--- src/hw/dsm_pkg.sv ---
`default_nettype none
package dsm_pkg;
    // Register byte offsets
    localparam logic [3:0] REG_STATUS  = 4'h0;
    localparam logic [3:0] REG_CTRL    = 4'h4;
    localparam logic [3:0] REG_VIEW    = 4'h8;
    localparam logic [3:0] REG_DISPLAY = 4'hc;
    localparam logic [1:0] CTRL_SCOPE_RST = 2'h0;
    localparam logic [1:0] SCOPE_FULL     = 2'h2;
    localparam logic [1:0] RESP_OKAY   = 2'h0;
    localparam logic [1:0] RESP_SLVERR = 2'h2;

    // Status word bit positions
    localparam int ST_FWD  = 0;
    localparam int ST_REV  = 1;
    localparam int ST_DCB  = 2;
    localparam int ST_SHUT = 3;
    localparam int ST_UV   = 5;
    localparam int ST_VREG = 7;
    localparam int ST_ILIM = 8;
    localparam int ST_ACC  = 9;
    localparam int ST_DEC  = 10;
    localparam int ST_ALM  = 11;
    localparam int ST_LINK = 12;
    localparam int ST_BUSY = 15;

    // Menus and items
    localparam logic [2:0] MENU_DRIVE = 3'h3;
    localparam logic [2:0] MENU_IO    = 3'h4;
    localparam logic [2:0] MENU_LAST  = 3'h7;
    localparam logic [3:0] DRV_ITEM_LAST = 4'hb;
    localparam logic [3:0] IO_ITEM_LAST  = 4'h4;
    localparam logic [3:0] ITEM_STATUS   = 4'h7;
    localparam logic [3:0] ITEM_IO_TERM  = 4'h0;
    localparam logic [3:0] ITEM_IO_LINK  = 4'h1;
    localparam logic [3:0] ITEM_IO_VOLT  = 4'h2;
    localparam logic [3:0] ITEM_IO_CURR  = 4'h3;
    localparam logic [3:0] ITEM_IO_METER = 4'h4;

    // Segment glyphs, bit order {dp,g,f,e,d,c,b,a}
    localparam logic [7:0] SEG_BLANK = 8'h00;
    localparam logic [7:0] SEG_UNDER = 8'h08;
    localparam logic [7:0] SEG_DP    = 8'h80;

    typedef enum logic [1:0] {
        LVL_MENU  = 2'b00,
        LVL_LIST  = 2'b01,
        LVL_VALUE = 2'b10
    } dsm_level_t;

    typedef struct packed {
        logic busy;
        logic remote_link_control;
        logic fault_flag;
        logic slowing_down;
        logic speeding_up;
        logic current_limiting;
        logic voltage_regulating;
        logic bus_voltage_ok;
        logic output_shut_down;
        logic dc_braking_active;
        logic running_backward;
        logic running_forward;
    } dsm_flags_t;

    typedef struct packed {
        logic up;
        logic down;
        logic func_data;
        logic program_back_key;
    } dsm_keys_t;

    typedef struct packed {
        logic       relay_30;
        logic       y1_out;
        logic [2:0] link_cmds;
        logic [4:0] din;
    } dsm_terms_t;

    function automatic logic [7:0] hex_glyph(input logic [3:0] v);
        case (v)
            4'h0: hex_glyph = 8'h3f;
            4'h1: hex_glyph = 8'h06;
            4'h2: hex_glyph = 8'h5b;
            4'h3: hex_glyph = 8'h4f;
            4'h4: hex_glyph = 8'h66;
            4'h5: hex_glyph = 8'h6d;
            4'h6: hex_glyph = 8'h7d;
            4'h7: hex_glyph = 8'h07;
            4'h8: hex_glyph = 8'h7f;
            4'h9: hex_glyph = 8'h6f;
            4'ha: hex_glyph = 8'h77;
            4'hb: hex_glyph = 8'h7c;
            4'hc: hex_glyph = 8'h39;
            4'hd: hex_glyph = 8'h5e;
            4'he: hex_glyph = 8'h79;
            default: hex_glyph = 8'h71;
        endcase
    endfunction : hex_glyph
endpackage : dsm_pkg
`default_nettype wire

--- src/hw/dsm_axil_slave.sv ---
`default_nettype none
module dsm_axil_slave (
    input  wire logic        sys_clk_i,
    input  wire logic        rst_n_i,
    input  wire logic [3:0]  s_awaddr_i,
    input  wire logic        s_awvalid_i,
    output logic             s_awready_o,
    input  wire logic [31:0] s_wdata_i,
    input  wire logic [3:0]  s_wstrb_i,
    input  wire logic        s_wvalid_i,
    output logic             s_wready_o,
    output logic [1:0]       s_bresp_o,
    output logic             s_bvalid_o,
    input  wire logic        s_bready_i,
    input  wire logic [3:0]  s_araddr_i,
    input  wire logic        s_arvalid_i,
    output logic             s_arready_o,
    output logic [31:0]      s_rdata_o,
    output logic [1:0]       s_rresp_o,
    output logic             s_rvalid_o,
    input  wire logic        s_rready_i,
    output logic             wr_en_o,
    output logic [3:0]       wr_addr_o,
    output logic [31:0]      wr_data_o,
    output logic [3:0]       wr_strb_o,
    input  wire logic        wr_ok_i,
    output logic [3:0]       rd_addr_o,
    input  wire logic [31:0] rd_data_i,
    input  wire logic        rd_ok_i
);
    logic        aw_have_q;
    logic        w_have_q;
    logic [3:0]  awaddr_q;
    logic [31:0] wdata_q;
    logic [3:0]  wstrb_q;
    logic        aw_fire;
    logic        w_fire;

    // Address and data are taken in either order and held until both are in
    assign s_awready_o = !aw_have_q && !s_bvalid_o;
    assign s_wready_o  = !w_have_q && !s_bvalid_o;
    assign aw_fire     = s_awvalid_i && s_awready_o;
    assign w_fire      = s_wvalid_i && s_wready_o;
    assign wr_en_o     = (aw_have_q || aw_fire) && (w_have_q || w_fire);
    assign wr_addr_o   = aw_have_q ? awaddr_q : s_awaddr_i;
    assign wr_data_o   = w_have_q ? wdata_q : s_wdata_i;
    assign wr_strb_o   = w_have_q ? wstrb_q : s_wstrb_i;

    always_ff @(posedge sys_clk_i or negedge rst_n_i) begin
        if (!rst_n_i) begin
            aw_have_q <= 1'b0;
            w_have_q  <= 1'b0;
            awaddr_q  <= 4'h0;
            wdata_q   <= 32'h0;
            wstrb_q   <= 4'h0;
        end else begin
            if (wr_en_o) begin
                aw_have_q <= 1'b0;
                w_have_q  <= 1'b0;
            end else begin
                if (aw_fire) begin
                    aw_have_q <= 1'b1;
                    awaddr_q  <= s_awaddr_i;
                end
                if (w_fire) begin
                    w_have_q <= 1'b1;
                    wdata_q  <= s_wdata_i;
                    wstrb_q  <= s_wstrb_i;
                end
            end
        end
    end

    always_ff @(posedge sys_clk_i or negedge rst_n_i) begin
        if (!rst_n_i) begin
            s_bvalid_o <= 1'b0;
            s_bresp_o  <= dsm_pkg::RESP_OKAY;
        end else if (wr_en_o) begin
            s_bvalid_o <= 1'b1;
            s_bresp_o  <= wr_ok_i ? dsm_pkg::RESP_OKAY : dsm_pkg::RESP_SLVERR;
        end else if (s_bready_i) begin
            s_bvalid_o <= 1'b0;
        end
    end

    // Read data is captured at the address handshake, so it is one cycle old
    assign s_arready_o = !s_rvalid_o;
    assign rd_addr_o   = s_araddr_i;

    always_ff @(posedge sys_clk_i or negedge rst_n_i) begin
        if (!rst_n_i) begin
            s_rvalid_o <= 1'b0;
            s_rdata_o  <= 32'h0;
            s_rresp_o  <= dsm_pkg::RESP_OKAY;
        end else if (s_arvalid_i && s_arready_o) begin
            s_rvalid_o <= 1'b1;
            s_rdata_o  <= rd_ok_i ? rd_data_i : 32'h0;
            s_rresp_o  <= rd_ok_i ? dsm_pkg::RESP_OKAY : dsm_pkg::RESP_SLVERR;
        end else if (s_rready_i) begin
            s_rvalid_o <= 1'b0;
        end
    end
endmodule : dsm_axil_slave
`default_nettype wire

--- src/hw/dsm_menu_nav.sv ---
`default_nettype none
module dsm_menu_nav (
    input  wire logic              sys_clk_i,
    input  wire logic              rst_n_i,
    input  wire dsm_pkg::dsm_keys_t keys_i,
    input  wire logic [1:0]        menu_scope_setting_i,
    output dsm_pkg::dsm_level_t    level_o,
    output logic [2:0]             menu_o,
    output logic [3:0]             item_o
);
    logic [3:0] item_last;
    logic       has_list;

    assign has_list  = (menu_o == dsm_pkg::MENU_DRIVE) || (menu_o == dsm_pkg::MENU_IO);
    assign item_last = (menu_o == dsm_pkg::MENU_IO) ? dsm_pkg::IO_ITEM_LAST
                                                    : dsm_pkg::DRV_ITEM_LAST;

    // In the list and value levels the back key wins over the other keys when pressed together; the menu level ignores it
    always_ff @(posedge sys_clk_i or negedge rst_n_i) begin
        if (!rst_n_i) begin
            level_o <= dsm_pkg::LVL_MENU;
            menu_o  <= dsm_pkg::MENU_DRIVE;
            item_o  <= 4'h0;
        end else begin
            case (level_o)
                dsm_pkg::LVL_MENU: begin
                    if (keys_i.func_data && has_list) begin
                        level_o <= dsm_pkg::LVL_LIST;
                        item_o  <= 4'h0;
                    end else if (menu_scope_setting_i == dsm_pkg::SCOPE_FULL) begin
                        if (keys_i.up) begin
                            menu_o <= (menu_o == dsm_pkg::MENU_LAST) ? 3'h0 : menu_o + 3'h1;
                        end else if (keys_i.down) begin
                            menu_o <= (menu_o == 3'h0) ? dsm_pkg::MENU_LAST : menu_o - 3'h1;
                        end
                    end
                end
                dsm_pkg::LVL_LIST: begin
                    if (keys_i.program_back_key) begin
                        level_o <= dsm_pkg::LVL_MENU;
                    end else if (keys_i.func_data) begin
                        level_o <= dsm_pkg::LVL_VALUE;
                    end else if (keys_i.up) begin
                        item_o <= (item_o == item_last) ? 4'h0 : item_o + 4'h1;
                    end else if (keys_i.down) begin
                        item_o <= (item_o == 4'h0) ? item_last : item_o - 4'h1;
                    end
                end
                dsm_pkg::LVL_VALUE: begin
                    if (keys_i.program_back_key) begin
                        level_o <= dsm_pkg::LVL_LIST;
                    end
                end
                default: begin
                    level_o <= dsm_pkg::LVL_MENU;
                end
            endcase
        end
    end
endmodule : dsm_menu_nav
`default_nettype wire

--- src/hw/dsm_monitor_top.sv ---
`default_nettype none
module dsm_monitor_top (
    input  wire logic               sys_clk_i,
    input  wire logic               rst_n_i,
    // Drive condition flags and terminal readings
    input  wire dsm_pkg::dsm_flags_t flags_i,
    input  wire dsm_pkg::dsm_terms_t terms_i,
    input  wire dsm_pkg::dsm_terms_t link_terms_i,
    input  wire logic [15:0]        drive_item_value_i,
    input  wire logic [15:0]        analog_voltage_input_i,
    input  wire logic [15:0]        analog_current_input_i,
    input  wire logic [15:0]        analog_meter_output_i,
    output logic [3:0]              drive_item_sel_o,
    // Operator keys, one-cycle pulses
    input  wire dsm_pkg::dsm_keys_t keys_i,
    // Digits, [31:24] leftmost, segments {dp,g,f,e,d,c,b,a}, high lights
    output logic [31:0]             seg_o,
    // AXI4-Lite slave
    input  wire logic [3:0]         s_awaddr_i,
    input  wire logic               s_awvalid_i,
    output logic                    s_awready_o,
    input  wire logic [31:0]        s_wdata_i,
    input  wire logic [3:0]         s_wstrb_i,
    input  wire logic               s_wvalid_i,
    output logic                    s_wready_o,
    output logic [1:0]              s_bresp_o,
    output logic                    s_bvalid_o,
    input  wire logic               s_bready_i,
    input  wire logic [3:0]         s_araddr_i,
    input  wire logic               s_arvalid_i,
    output logic                    s_arready_o,
    output logic [31:0]             s_rdata_o,
    output logic [1:0]              s_rresp_o,
    output logic                    s_rvalid_o,
    input  wire logic               s_rready_i
);
    logic                wr_en;
    logic [3:0]          wr_addr;
    logic [31:0]         wr_data;
    logic [3:0]          wr_strb;
    logic                wr_ok;
    logic [3:0]          rd_addr;
    logic [31:0]         rd_data;
    logic                rd_ok;
    logic [1:0]          menu_scope_setting_q;
    logic [15:0]         running_status_word_q;
    logic [15:0]         status_d;
    logic [31:0]         seg_d;
    dsm_pkg::dsm_level_t level;
    logic [2:0]          menu;
    logic [3:0]          item;

    // Register bus
    dsm_axil_slave u_bus (
        .sys_clk_i   (sys_clk_i),
        .rst_n_i     (rst_n_i),
        .s_awaddr_i  (s_awaddr_i),
        .s_awvalid_i (s_awvalid_i),
        .s_awready_o (s_awready_o),
        .s_wdata_i   (s_wdata_i),
        .s_wstrb_i   (s_wstrb_i),
        .s_wvalid_i  (s_wvalid_i),
        .s_wready_o  (s_wready_o),
        .s_bresp_o   (s_bresp_o),
        .s_bvalid_o  (s_bvalid_o),
        .s_bready_i  (s_bready_i),
        .s_araddr_i  (s_araddr_i),
        .s_arvalid_i (s_arvalid_i),
        .s_arready_o (s_arready_o),
        .s_rdata_o   (s_rdata_o),
        .s_rresp_o   (s_rresp_o),
        .s_rvalid_o  (s_rvalid_o),
        .s_rready_i  (s_rready_i),
        .wr_en_o     (wr_en),
        .wr_addr_o   (wr_addr),
        .wr_data_o   (wr_data),
        .wr_strb_o   (wr_strb),
        .wr_ok_i     (wr_ok),
        .rd_addr_o   (rd_addr),
        .rd_data_i   (rd_data),
        .rd_ok_i     (rd_ok)
    );

    // Read-only registers accept writes with an error so software notices
    assign wr_ok = (wr_addr == dsm_pkg::REG_CTRL);

    always_ff @(posedge sys_clk_i or negedge rst_n_i) begin
        if (!rst_n_i) begin
            menu_scope_setting_q <= dsm_pkg::CTRL_SCOPE_RST;
        end else if (wr_en && wr_ok && wr_strb[0]) begin
            menu_scope_setting_q <= wr_data[1:0];
        end
    end

    always_comb begin
        rd_ok   = 1'b1;
        rd_data = 32'h0;
        case (rd_addr)
            dsm_pkg::REG_STATUS:  rd_data = {16'h0, running_status_word_q};
            dsm_pkg::REG_CTRL:    rd_data = {30'h0, menu_scope_setting_q};
            dsm_pkg::REG_VIEW:    rd_data = {22'h0, level, 1'b0, menu, item};
            dsm_pkg::REG_DISPLAY: rd_data = seg_o;
            default:              rd_ok   = 1'b0;
        endcase
    end

    // Running status word
    always_comb begin
        status_d                   = 16'h0;
        status_d[dsm_pkg::ST_BUSY] = flags_i.busy;
        status_d[dsm_pkg::ST_LINK] = flags_i.remote_link_control;
        status_d[dsm_pkg::ST_ALM]  = flags_i.fault_flag;
        status_d[dsm_pkg::ST_DEC]  = flags_i.slowing_down;
        status_d[dsm_pkg::ST_ACC]  = flags_i.speeding_up;
        status_d[dsm_pkg::ST_ILIM] = flags_i.current_limiting;
        status_d[dsm_pkg::ST_VREG] = flags_i.voltage_regulating;
        status_d[dsm_pkg::ST_UV]   = flags_i.bus_voltage_ok;
        status_d[dsm_pkg::ST_SHUT] = flags_i.output_shut_down;
        status_d[dsm_pkg::ST_DCB]  = flags_i.dc_braking_active;
        status_d[dsm_pkg::ST_REV]  = flags_i.running_backward;
        status_d[dsm_pkg::ST_FWD]  = flags_i.running_forward;
    end

    always_ff @(posedge sys_clk_i or negedge rst_n_i) begin
        if (!rst_n_i) begin
            running_status_word_q <= 16'h0;
        end else begin
            running_status_word_q <= status_d;
        end
    end

    // Key navigation
    dsm_menu_nav u_nav (
        .sys_clk_i            (sys_clk_i),
        .rst_n_i              (rst_n_i),
        .keys_i               (keys_i),
        .menu_scope_setting_i (menu_scope_setting_q),
        .level_o              (level),
        .menu_o               (menu),
        .item_o               (item)
    );

    // Drive items other than the status word come from the drive core
    always_ff @(posedge sys_clk_i or negedge rst_n_i) begin
        if (!rst_n_i) begin
            drive_item_sel_o <= 4'h0;
        end else begin
            drive_item_sel_o <= item;
        end
    end

    function automatic logic [31:0] hex_word(input logic [15:0] v);
        hex_word = {dsm_pkg::hex_glyph(v[15:12]), dsm_pkg::hex_glyph(v[11:8]),
                    dsm_pkg::hex_glyph(v[7:4]), dsm_pkg::hex_glyph(v[3:0])};
    endfunction : hex_word

    // Terminal view lights one segment per closed terminal
    function automatic logic [31:0] term_word(input dsm_pkg::dsm_terms_t t);
        term_word = {7'h0, t.relay_30, 7'h0, t.y1_out,
                     t.link_cmds[2], t.link_cmds[1], t.link_cmds[0], 5'h0,
                     3'h0, t.din};
    endfunction : term_word

    // Display composition
    always_comb begin
        seg_d = {dsm_pkg::SEG_BLANK, dsm_pkg::SEG_BLANK,
                 dsm_pkg::SEG_BLANK, dsm_pkg::SEG_BLANK};
        case (level)
            dsm_pkg::LVL_MENU: begin
                seg_d[31:24] = dsm_pkg::hex_glyph({1'b0, menu}) | dsm_pkg::SEG_DP;
            end
            dsm_pkg::LVL_LIST: begin
                seg_d = {dsm_pkg::hex_glyph({1'b0, menu}), dsm_pkg::SEG_UNDER,
                         dsm_pkg::hex_glyph(item / 4'ha),
                         dsm_pkg::hex_glyph(item % 4'ha)};
            end
            dsm_pkg::LVL_VALUE: begin
                if (menu == dsm_pkg::MENU_IO) begin
                    case (item)
                        dsm_pkg::ITEM_IO_TERM:  seg_d = term_word(terms_i);
                        dsm_pkg::ITEM_IO_LINK:  seg_d = term_word(link_terms_i);
                        dsm_pkg::ITEM_IO_VOLT:  seg_d = hex_word(analog_voltage_input_i);
                        dsm_pkg::ITEM_IO_CURR:  seg_d = hex_word(analog_current_input_i);
                        dsm_pkg::ITEM_IO_METER: seg_d = hex_word(analog_meter_output_i);
                        default:                seg_d = hex_word(16'h0);
                    endcase
                end else if (item == dsm_pkg::ITEM_STATUS) begin
                    seg_d = hex_word(running_status_word_q);
                end else begin
                    seg_d = hex_word(drive_item_value_i);
                end
            end
            default: begin
                seg_d = 32'h0;
            end
        endcase
    end

    always_ff @(posedge sys_clk_i or negedge rst_n_i) begin
        if (!rst_n_i) begin
            seg_o <= 32'h0;
        end else begin
            seg_o <= seg_d;
        end
    end
endmodule : dsm_monitor_top
`default_nettype wire

--- config.mk ---
export PLATFORM = sky130hd
export DESIGN_NAME = dsm_monitor_top
export DESIGN_NICKNAME = d
export VERILOG_FILES = /design/src/hw/dsm_pkg.sv /design/src/hw/dsm_axil_slave.sv /design/src/hw/dsm_menu_nav.sv /design/src/hw/dsm_monitor_top.sv
export SDC_FILE = /design/constraint.sdc
export NUM_CORES = 1
export LEC_CHECK = 0
export BUFFER_PORTS_ARGS = -buffer_cell sky130_fd_sc_hd__buf_2
export CAP_MARGIN = 15
export CORE_AREA = 2 2 180 147
export DETAILED_ROUTE_END_ITERATION = 16
export DIE_AREA = 0 0 182 149
export HOLD_SLACK_MARGIN = 0.08
export SYNTH_ARGS = -nofsm -noshare
export SYNTH_HDL_FRONTEND = slang
export SYNTH_SLANG_ARGS = --single-unit
export TNS_END_PERCENT = 50
--- constraint.sdc ---
create_clock -name sys_clk_i -period 2.99 [get_ports sys_clk_i]
set_input_delay 0.299 -clock sys_clk_i [delete_from_list [all_inputs] [get_ports sys_clk_i]]
set_output_delay 0.299 -clock sys_clk_i [all_outputs]
set_load 0.005 [all_outputs]
Word-level counts from Yosys, hierarchy flattened. Memory sizes are Yosys's and may differ from the RTL's. Cells that the tools add are included.

Reductions and logical operators: 32. Mux-type cells: 39. Add/subtract/negate cells: 4. Div/mod/pow operators: 2. Bitwise operators: 2. Equal/unequal tests: 22.

Operators with widths (count): one-hot mux 32 bit (5 select lines) (1); one-hot mux 32 bit (4 select lines) (1); 2-to-1 mux 32 bit (3); one-hot mux 24 bit (2 select lines) (1); 2-to-1 mux 4 bit (9); one-hot mux 8 bit (3 select lines) (1); equality test 4 x 3 -> 1 bit, second input constant (4); 2-to-1 mux 2 bit (7); 2-to-1 mux 3 bit (4); nonzero test 2 bit (6); 2-to-1 mux 1 bit (10); logical AND 1 bit (9); equality test 4 x 2 -> 1 bit, second input constant (2); equality test 4 bit, second input constant (2); logical NOT 4 bit (2); one-hot mux 4 bit (2 select lines) (1); equality test 3 bit, second input constant (2); != test 2 bit, second input constant (3); != test 3 bit, second input constant (2); one-hot mux 2 bit (3 select lines) (1); AND reduction 5 bit (1); adder 4 x 1 -> 4 bit, second input constant (1); divider 4 x 4 -> 4 bit, second input constant (1); equality test 2 bit, second input constant (2); other kinds (18) (25).

Logic and storage cells: 142. Memories: 24. Output and inout port bits: 77. Bits in read-only memories: 2576. Input port bits: 151. Register bits after elaboration: 106.

Memory list: (name not given) (depth 16, width 7, read ports 1, clocked after memory_dff 0, write ports 0, RTL line dsm_pkg.sv:81) `case (v)`; (name not given) (depth 16, width 7, read ports 1, clocked after memory_dff 0, write ports 0, RTL line dsm_pkg.sv:81); (name not given) (depth 16, width 7, read ports 1, clocked after memory_dff 0, write ports 0, RTL line dsm_pkg.sv:81); (name not given) (depth 16, width 7, read ports 1, clocked after memory_dff 0, write ports 0, RTL line dsm_pkg.sv:81); (name not given) (depth 16, width 7, read ports 1, clocked after memory_dff 0, write ports 0, RTL line dsm_pkg.sv:81); (name not given) (depth 16, width 7, read ports 1, clocked after memory_dff 0, write ports 0, RTL line dsm_pkg.sv:81); +18 memories.

Longest topological paths before layout. Gate-level depths: netlist of the first run.

Depth after elaboration: 8. Gate-level depth with buffers: 11. Depth with buffers taken out: 9.

Cells and area by module. A second synthesis of the first run with hierarchy kept.

Cell total of the unflattened synthesis: 1356. Area total of the unflattened synthesis: 11991.5 sq um.

Modules (own cells, without submodules): dsm_monitor_top (instances 1, area an instance 7567.3 sq um, seq. area each 1201.2 sq um, cells an instance 961); dsm_axil_slave (instances 1, area an instance 3649.8 sq um, seq. area each 1951.9 sq um, cells an instance 303); dsm_menu_nav (instances 1, area an instance 774.5 sq um, seq. area each 227.7 sq um, cells an instance 92).

Worst setup path after synthesis of the first run. No wires, ideal clock.

Path kind: register to register. From: reg u_nav.item_o[0]. To: reg seg_o[3]. Cell stages (with the launch flop): 10. Setup slack: 382 ps. Path buffers: 3. Arrival time: 2526 ps. Required time: 2908 ps. Clock period less this slack: 2608 ps. Cells stage by stage: dfrtp_1 -> clkbuf_1 -> inv_1 -> ha_1 -> buf_2 -> nor3_2 -> a211o_1 -> clkbuf_1 -> mux4_2 -> o22ai_1.

Word-level cells in the longest chain between the ends: 4. Elaborated cells between the ends (all ways): 12. Classes of those cells: div (1); eq/ne (5); mux (4); reduce/logical (1); memory (1).

RTL lines: start, declared (RTL line dsm_menu_nav.sv:9) `output logic [3:0] item_o`; start signal, assigned (RTL line dsm_menu_nav.sv:44) `item_o <= (item_o == item_last) ? 4'h0 : item_o + 4'h1;`; start signal, assigned (RTL line dsm_menu_nav.sv:46) `item_o <= (item_o == 4'h0) ? item_last : item_o - 4'h1;`; parallel branches: the longest is 3 deep, another holds memory read (16 x 7 bit); one-hot mux 24 bit (2 select lines) (*) (RTL line dsm_monitor_top.sv:168) `case (level)`; via seg_d[3] (RTL line dsm_monitor_top.sv:48) `logic [31:0] seg_d;`; end signal, assigned (RTL line dsm_monitor_top.sv:203) `seg_o <= seg_d;`; end, declared (RTL line dsm_monitor_top.sv:17) `output logic [31:0] seg_o,`.

Mark *: on every way through the listed nets, which the timed path passes. A chain may end at the register's enable or synchronous reset.

Worst setup path after layout of the first run.
From: reg u_nav.item_o[1]. To: reg seg_o[1].

Same word-level chain as after synthesis.

==> results.sh, run 1 <==
export IMPL_avgSynthCellArea_um2=8.52
export IMPL_clock_path_buffers=2
export IMPL_coreArea_um2=25600
export IMPL_yosysTopAreaCellShare_pct=24.8
export IMPL_numCtsBuffers=9
export IMPL_fin_ws_ps=352
export IMPL_synthCells=1173
export IMPL_ir_drop_v=0.000290
export IMPL_min_period_ps=2640
export IMPL_die_w_um=182
export IMPL_track_usage_pct=22.3
export IMPL_grt_pass1_vias=8898
export IMPL_finalClockSkew_ps=7.46
export IMPL_crit_required_ps=3200
export IMPL_placed_cell_area_um2=11200
export IMPL_path_cells="inv_1, ha_1, nor4_2, or4_1, buf_4, o41ai_1, o21ai_1"
export IMPL_grt_max_degree=60
export IMPL_post_route_period_util_pct=88.2
export IMPL_async_flop_share_pct=100
export IMPL_maxCapViolations=0
export IMPL_cts_setup_buffers=0
export IMPL_drtIter0Drc=718
export IMPL_timing_hold_ws_ps=125
export IMPL_dominantRegCellSynth="dfrtp_1"
export IMPL_endpoint_kind="flop"
export IMPL_fmax_mhz=379
export IMPL_htreeDepth=3
export IMPL_synthTopCellsByCount="128 x ha_1, 121 x nand2_1, 99 x dfrtp_1, 86 x inv_1, 81 x o21ai_0"
export IMPL_dp_hpwl_mm=24.1
export IMPL_clk_latency_ps=350
export IMPL_drive_above_1_share_pct=21.5
export IMPL_io_buffers=189
export IMPL_final_core_util_pct=45.6
export IMPL_critPathTopFamily="compound AO/OA/AOI/OAI gates"
export IMPL_cp_arrival_ps=2850
export IMPL_finalNetCount=1613
export IMPL_initial_core_util_pct=39.0
export IMPL_r2r_start="u_nav.item_o[1]"
export IMPL_outcome="finished clean"
export IMPL_cts_root_buf="clkbuf_16"
export IMPL_leakagePower_nw=5.56
export IMPL_power_density_nw_per_um2=602
export IMPL_globalplace_congestion=0.903
export IMPL_grt_overflow_total=0
export IMPL_synth_seq_cells=101
export IMPL_clk_pin_slew_ps=70
export IMPL_cp_start_kind="flop"
export IMPL_worst_pin_slew_ps=709
export IMPL_setup_violations=0
export IMPL_vias_per_cell=5.64
export IMPL_slew_viol_final=0
export IMPL_syn_area_um2=9990
export IMPL_ctsResizeCount=0
export IMPL_synth_area_leaders="dfrtp_1 25%, ha_1 16%, nand2_1 4.5%"
export IMPL_final_area_um2=11700
export IMPL_cpPeakStageDelay_ps=600
export IMPL_holdPathEnd="u_bus.s_bvalid_o"
export IMPL_rows=53
export IMPL_reg2regPathDepth=7
export IMPL_finalSetupTns_ps=0
export IMPL_grt_pass1_wl_mm=48.1
export IMPL_path_class="reg2reg"
export IMPL_ios=228
export IMPL_cts_tree="done"
export IMPL_yosys_area_top_type="dfrtp_1"
export IMPL_r2r_end="seg_o[1]"
export IMPL_cpMaxStageDelayCell="o41ai_1"
export IMPL_clock_sink_count=101
export IMPL_hold_viol=0
export IMPL_hold_path_depth=2
export IMPL_ys_seq_area_share_pct=25.3
export IMPL_synthDistinctLibCells=77
export IMPL_fill_cells=2550
export IMPL_drt_first_pass_iters=7
export IMPL_hp_class="in2reg"
export IMPL_wl_per_cell_um=18.2
export IMPL_cts_hold_fix_buffers=12
export IMPL_num_vias=9431
export IMPL_preCtsSetupSlack_ps=415
export IMPL_die_h_um=149
export IMPL_grt_setup_unrepaired="no"
export IMPL_dieArea_um2=27100
export IMPL_holdCritStartpoint="s_bready_i"
export IMPL_cp_num_buf_inv=2
export IMPL_antenna_found_initial=5
export IMPL_post_synth_top_count_cell="ha_1"
export IMPL_yosys_warnings=0
export IMPL_area_growth_pct=16.7
export IMPL_ant_nets=0
export IMPL_totalWireLength_mm=30.5
export IMPL_rrSetupSlack_ps=350
export IMPL_drc_errors=0
export IMPL_maxSlewHeadroom_pct=52.6
export IMPL_worstPathMaxFanout=14
export IMPL_synth_edf_count=0
==> per-layer routing <==
| metal | vias to the layer above | track usage [%] | wire length, um |
|---|---|---|---|
| met4 | 4 | 4.40 | 414 |
| met2 | 293 | 36.8 | 14000 |
| met5 | - | 0 | 27 |
| li1 | 4616 | - | - |
| met1 | 4483 | 30.7 | 14100 |
| met3 | 35 | 4.03 | 1900 |
==> registers in the layout (all words and copies together), names as in the netlist <==
name,count
drive_item_sel_o,4
menu_scope_setting_q,2
running_status_word_q,12
seg_o,30
u_bus.aw_have_q,1
u_bus.awaddr_q,4
u_bus.s_bresp_o,1
u_bus.s_bvalid_o,1
u_bus.s_rdata_o,31
u_bus.s_rresp_o,1
u_bus.s_rvalid_o,1
u_bus.w_have_q,1
u_bus.wdata_q,2
u_bus.wstrb_q,1
u_nav.item_o,4
u_nav.level_o,2
u_nav.menu_o,3
==> how the worst max path moves through the flow <==
stage / from / endpoint / slack [ps] / cells after the start
finish: u_nav.item_o[1] / seg_o[1] / 350 / 7
global route: u_nav.item_o[1] / seg_o[5] / 260 / 7
CTS: u_nav.item_o[1] / seg_o[1] / 390 / 7
detailed placement: u_nav.item_o[1] / seg_o[1] / 410 / 7
global placement: u_nav.item_o[1] / seg_o[1] / 440 / 7
floorplan: u_nav.item_o[0] / seg_o[3] / 380 / 9
==> cell families (layout without fill, tap and decap cells) <==
| group | after synthesis | after routing | share of synthesized area, % |
|---|---|---|---|
| buf+inv | 175 | 337 | 7.00 |
| simple gates | 325 | 325 | 16.3 |
| fa+ha+maj | 128 | 128 | 16.0 |
| compound gates | 365 | 365 | 24.8 |
| other cells | 1 | 8 | 0.0375 |
| mux | 78 | 78 | 10.5 |
| flops | 101 | 101 | 25.3 |
==> through the flow <==
step	power (mW)	cells
4_1_cts	7.04	1668
3_5_place_dp	5.89	1640
3_3_place_gp	5.87	1640
2_1_floorplan	4.45	1177
6_report	7.03	1672
5_1_grt	7.56	1669
==> layout make-up <==
cell class / instances / area, um2 / area share, %
clock inverter: 6 / 53.8 / 0.461
antenna: 3 / 7.51 / 0.0644
tap: 330 / 413 / 3.54
multi-input combinational: 901 / 6780 / 58.1
inverter: 89 / 334 / 2.86
timing repair buffer: 232 / 1320 / 11.3
sequential: 101 / 2530 / 21.7
clock buffer: 10 / 229 / 1.96
==> worst register-to-register path, cell delays in order, from the launching register on <==
cell and delay, ps:
dfrtp_1 450, inv_1 170, ha_1 280, nor4_2 100
or4_1 550, buf_4 240, o41ai_1 600, o21ai_1 120
==> power by group <==
part / leakage, nW / total, mW / internal [mW] / switching (mW)
Clock: 0.136 / 1.13 / 0.580 / 0.547
Combinational: 4.12 / 3.87 / 1.57 / 2.30
Sequential: 1.30 / 2.03 / 1.70 / 0.332
Total: 5.56 / 7.03 / 3.85 / 3.18
==> placed cells by master (no fill, tap or decap), types with 27 or more instances in the layout <==
cell and n:
nand2b_1 27, a21oi_1 44, mux2i_1 36, nand2_1 120, inv_1 86, nor2b_1 29
dfrtp_1 99, ha_1 128, buf_2 188, o211ai_1 32, nor2_1 53, buf_4 30
o21ai_0 81
Note: power is estimated with default switching activity, not from simulation.
==> run 2, diff against run 1 <==
--- a/config.mk
+++ b/config.mk
@@ -7,9 +7,9 @@
 export LEC_CHECK = 0
 export BUFFER_PORTS_ARGS = -buffer_cell sky130_fd_sc_hd__buf_2
 export CAP_MARGIN = 15
-export CORE_AREA = 2 2 180 147
+export CORE_AREA = 2 2 137 192
 export DETAILED_ROUTE_END_ITERATION = 16
-export DIE_AREA = 0 0 182 149
+export DIE_AREA = 0 0 139 194
 export HOLD_SLACK_MARGIN = 0.08
 export SYNTH_ARGS = -nofsm -noshare
 export SYNTH_HDL_FRONTEND = slang
==> run 2 against run 1 <==
  * Combinational power is essentially flat
  * Routed wire length decreased by 1.8%
  * Largest power group unchanged
  * Critical endpoint is now seg_o[5]
  * Via count is 0.69% lower
  * Sequential power is essentially flat
  * Non-clock buffer count decreased by 2
==> results.sh, run 2 (same netlist as run 1, synthesis figures left out) <==
export IMPL_outcome="finished clean"
export IMPL_worstPathMaxFanout=11
export IMPL_setup_violations=0
export IMPL_path_cells="inv_1, ha_1, nor4_2, or4_1, buf_4, o41ai_1, o32ai_1"
export IMPL_clk_latency_ps=350
export IMPL_ant_nets=0
export IMPL_preCtsSetupSlack_ps=382
export IMPL_cts_setup_buffers=0
export IMPL_clk_pin_slew_ps=70
export IMPL_vias_per_cell=5.65
export IMPL_dieArea_um2=27000
export IMPL_drive_above_1_share_pct=21.5
export IMPL_num_vias=9366
export IMPL_grt_setup_unrepaired="no"
export IMPL_clock_sink_count=101
export IMPL_top_regs="u_bus.s_rdata_o: 31 flops, seg_o: 30 flops, running_status_word_q: 12 flops"
export IMPL_maxSlewHeadroom_pct=51.8
export IMPL_ir_drop_v=0.000498
export IMPL_die_w_um=139
export IMPL_p_seq_share_pct=28.2
export IMPL_crit_required_ps=3200
export IMPL_p_total_mw=7.08
export IMPL_cts_hold_fix_buffers=12
export IMPL_p_sw_mw=3.15
export IMPL_fill_cells=2540
export IMPL_drt_first_pass_iters=7
export IMPL_multi_input_area_um2=6780
export IMPL_totalWireLength_mm=29.9
export IMPL_clock_path_buffers=2
export IMPL_dp_cells=1628
export IMPL_finalNetCount=1611
export IMPL_cpPeakStageDelay_ps=540
export IMPL_fmax_mhz=370
export IMPL_worst_pin_slew_ps=724
export IMPL_grt_pass1_vias=8914
export IMPL_swShare_pct=44.5
export IMPL_io_buffers=189
export IMPL_area_growth_pct=16.7
export IMPL_hp_class="in2reg"
export IMPL_antenna_found_initial=3
export IMPL_slew_viol_final=0
export IMPL_leakagePower_nw=5.56
export IMPL_cts_tree="done"
export IMPL_initial_core_util_pct=39.6
export IMPL_path_class="reg2reg"
export IMPL_finalClockSkew_ps=7.66
export IMPL_endpoint_kind="flop"
export IMPL_grt_max_degree=55
export IMPL_ios=228
export IMPL_cts_root_buf="clkbuf_16"
export IMPL_rows=69
export IMPL_maxCapViolations=0
export IMPL_globalplace_congestion=0.905
export IMPL_fin_ws_ps=290
export IMPL_grt_pass1_wl_mm=47.4
export IMPL_drtIter0Drc=563
export IMPL_grt_overflow_total=0
export IMPL_largest_reg_flops=31
export IMPL_comb_power_share_pct=54.7
export IMPL_htreeDepth=3
export IMPL_wl_per_cell_um=18.1
export IMPL_die_h_um=194
export IMPL_cpMaxStageDelayCell="o41ai_1"
export IMPL_power_density_nw_per_um2=607
export IMPL_final_common_cell="buf_2"
export IMPL_layout_common_cells="188 x buf_2, 128 x ha_1, 120 x nand2_1"
export IMPL_finalSetupTns_ps=0
export IMPL_dp_hpwl_mm=23.9
export IMPL_power_share_clock_pct=17.1
export IMPL_cp_start_kind="flop"
export IMPL_hold_viol=0
export IMPL_final_cell_count_no_fill=1657
export IMPL_rrSetupSlack_ps=290
export IMPL_cp_arrival_ps=2910
export IMPL_post_route_period_util_pct=90.3
export IMPL_ctsResizeCount=0
export IMPL_power_internal_mw=3.93
export IMPL_numCtsBuffers=9
export IMPL_drc_errors=0
export IMPL_regMostFlops="u_bus.s_rdata_o"
export IMPL_track_usage_pct=21.6
export IMPL_coreArea_um2=25200
export IMPL_min_period_ps=2700
export IMPL_seqCellArea_um2=2530
[run 2: cell count changes in the layout (fill, tap and decap cells not counted), sizes merged]
cell / previous run / this run
diode: 3 / 1
buf: 219 / 218
bufinv: 0 / 1
clkbuf: 10 / 9
clkinv: 2 / 1
dlygate4sd3: 13 / 12
inv: 92 / 93
[run 2: per-stage QoR]
step / cell area [um2] / utilization (%) / hold WS [ps]
after floorplan: 10000 / - / 3.41
after global placement: 11200 / 44.6 / 393
after detailed placement: 11200 / 44.6 / 399
after CTS: 11700 / 46.2 / 90.0
after global routing: 11700 / 46.2 / 83.7
final: 11700 / 46.3 / 105
[run 2: final timing paths]
kind | start | to | cells past startpoint
setup / recovery | u_nav.item_o[0] | seg_o[5] | 7
hold / removal | flags_i[2] | running_status_word_q[2] | 1
setup reg to reg | u_nav.item_o[0] | seg_o[5] | 7
hold reg to reg | u_bus.s_rdata_o[14] | u_bus.s_rdata_o[14] | 2
max in group asynchronous | rst_n_i | u_nav.menu_o[0] | 3
min in group asynchronous | rst_n_i | u_bus.s_rdata_o[22] | 2
[run 2: area by class of cell]
type,instances,area share [%]
antenna,1,0.0215
sequential,101,21.7
tap,319,3.42
clock buffer,9,1.93
inverter,89,2.87
multi-input combinational,901,58.1
clock inverter,7,0.687
timing repair buffer,230,11.2
[run 2: power by group through the flow]
stage	clock network [mW]	logic (mW)	registers, mW
global placement	0	3.82	2.01
CTS	1.24	3.87	2.00
detailed placement	0	3.85	2.02
global route	1.29	4.27	2.04
finish	1.21	3.87	2.00
floorplan	0	2.53	1.92
[run 2: worst max-delay path: cells and delay by family, from the launching register on]
| family | cells | cell delay (ps) |
|---|---|---|
| fa+ha+maj | 1 | 380 |
| buf+inv | 2 | 430 |
| flops | 1 | 390 |
| simple gates | 2 | 630 |
| compound gates | 2 | 730 |
[run 2: metal layers]
layer / GRT usage, % / wire [um] / share of wire (%) / vias to the layer above
li1: - / - / - / 4597
met1: 28.0 / 13000 / 43 / 4431
met2: 37.0 / 14600 / 49 / 282
met3: 2.74 / 1530 / 5.1 / 52
met4: 7.89 / 853 / 2.9 / 4
met5: 0 / 24 / 0.080 / -
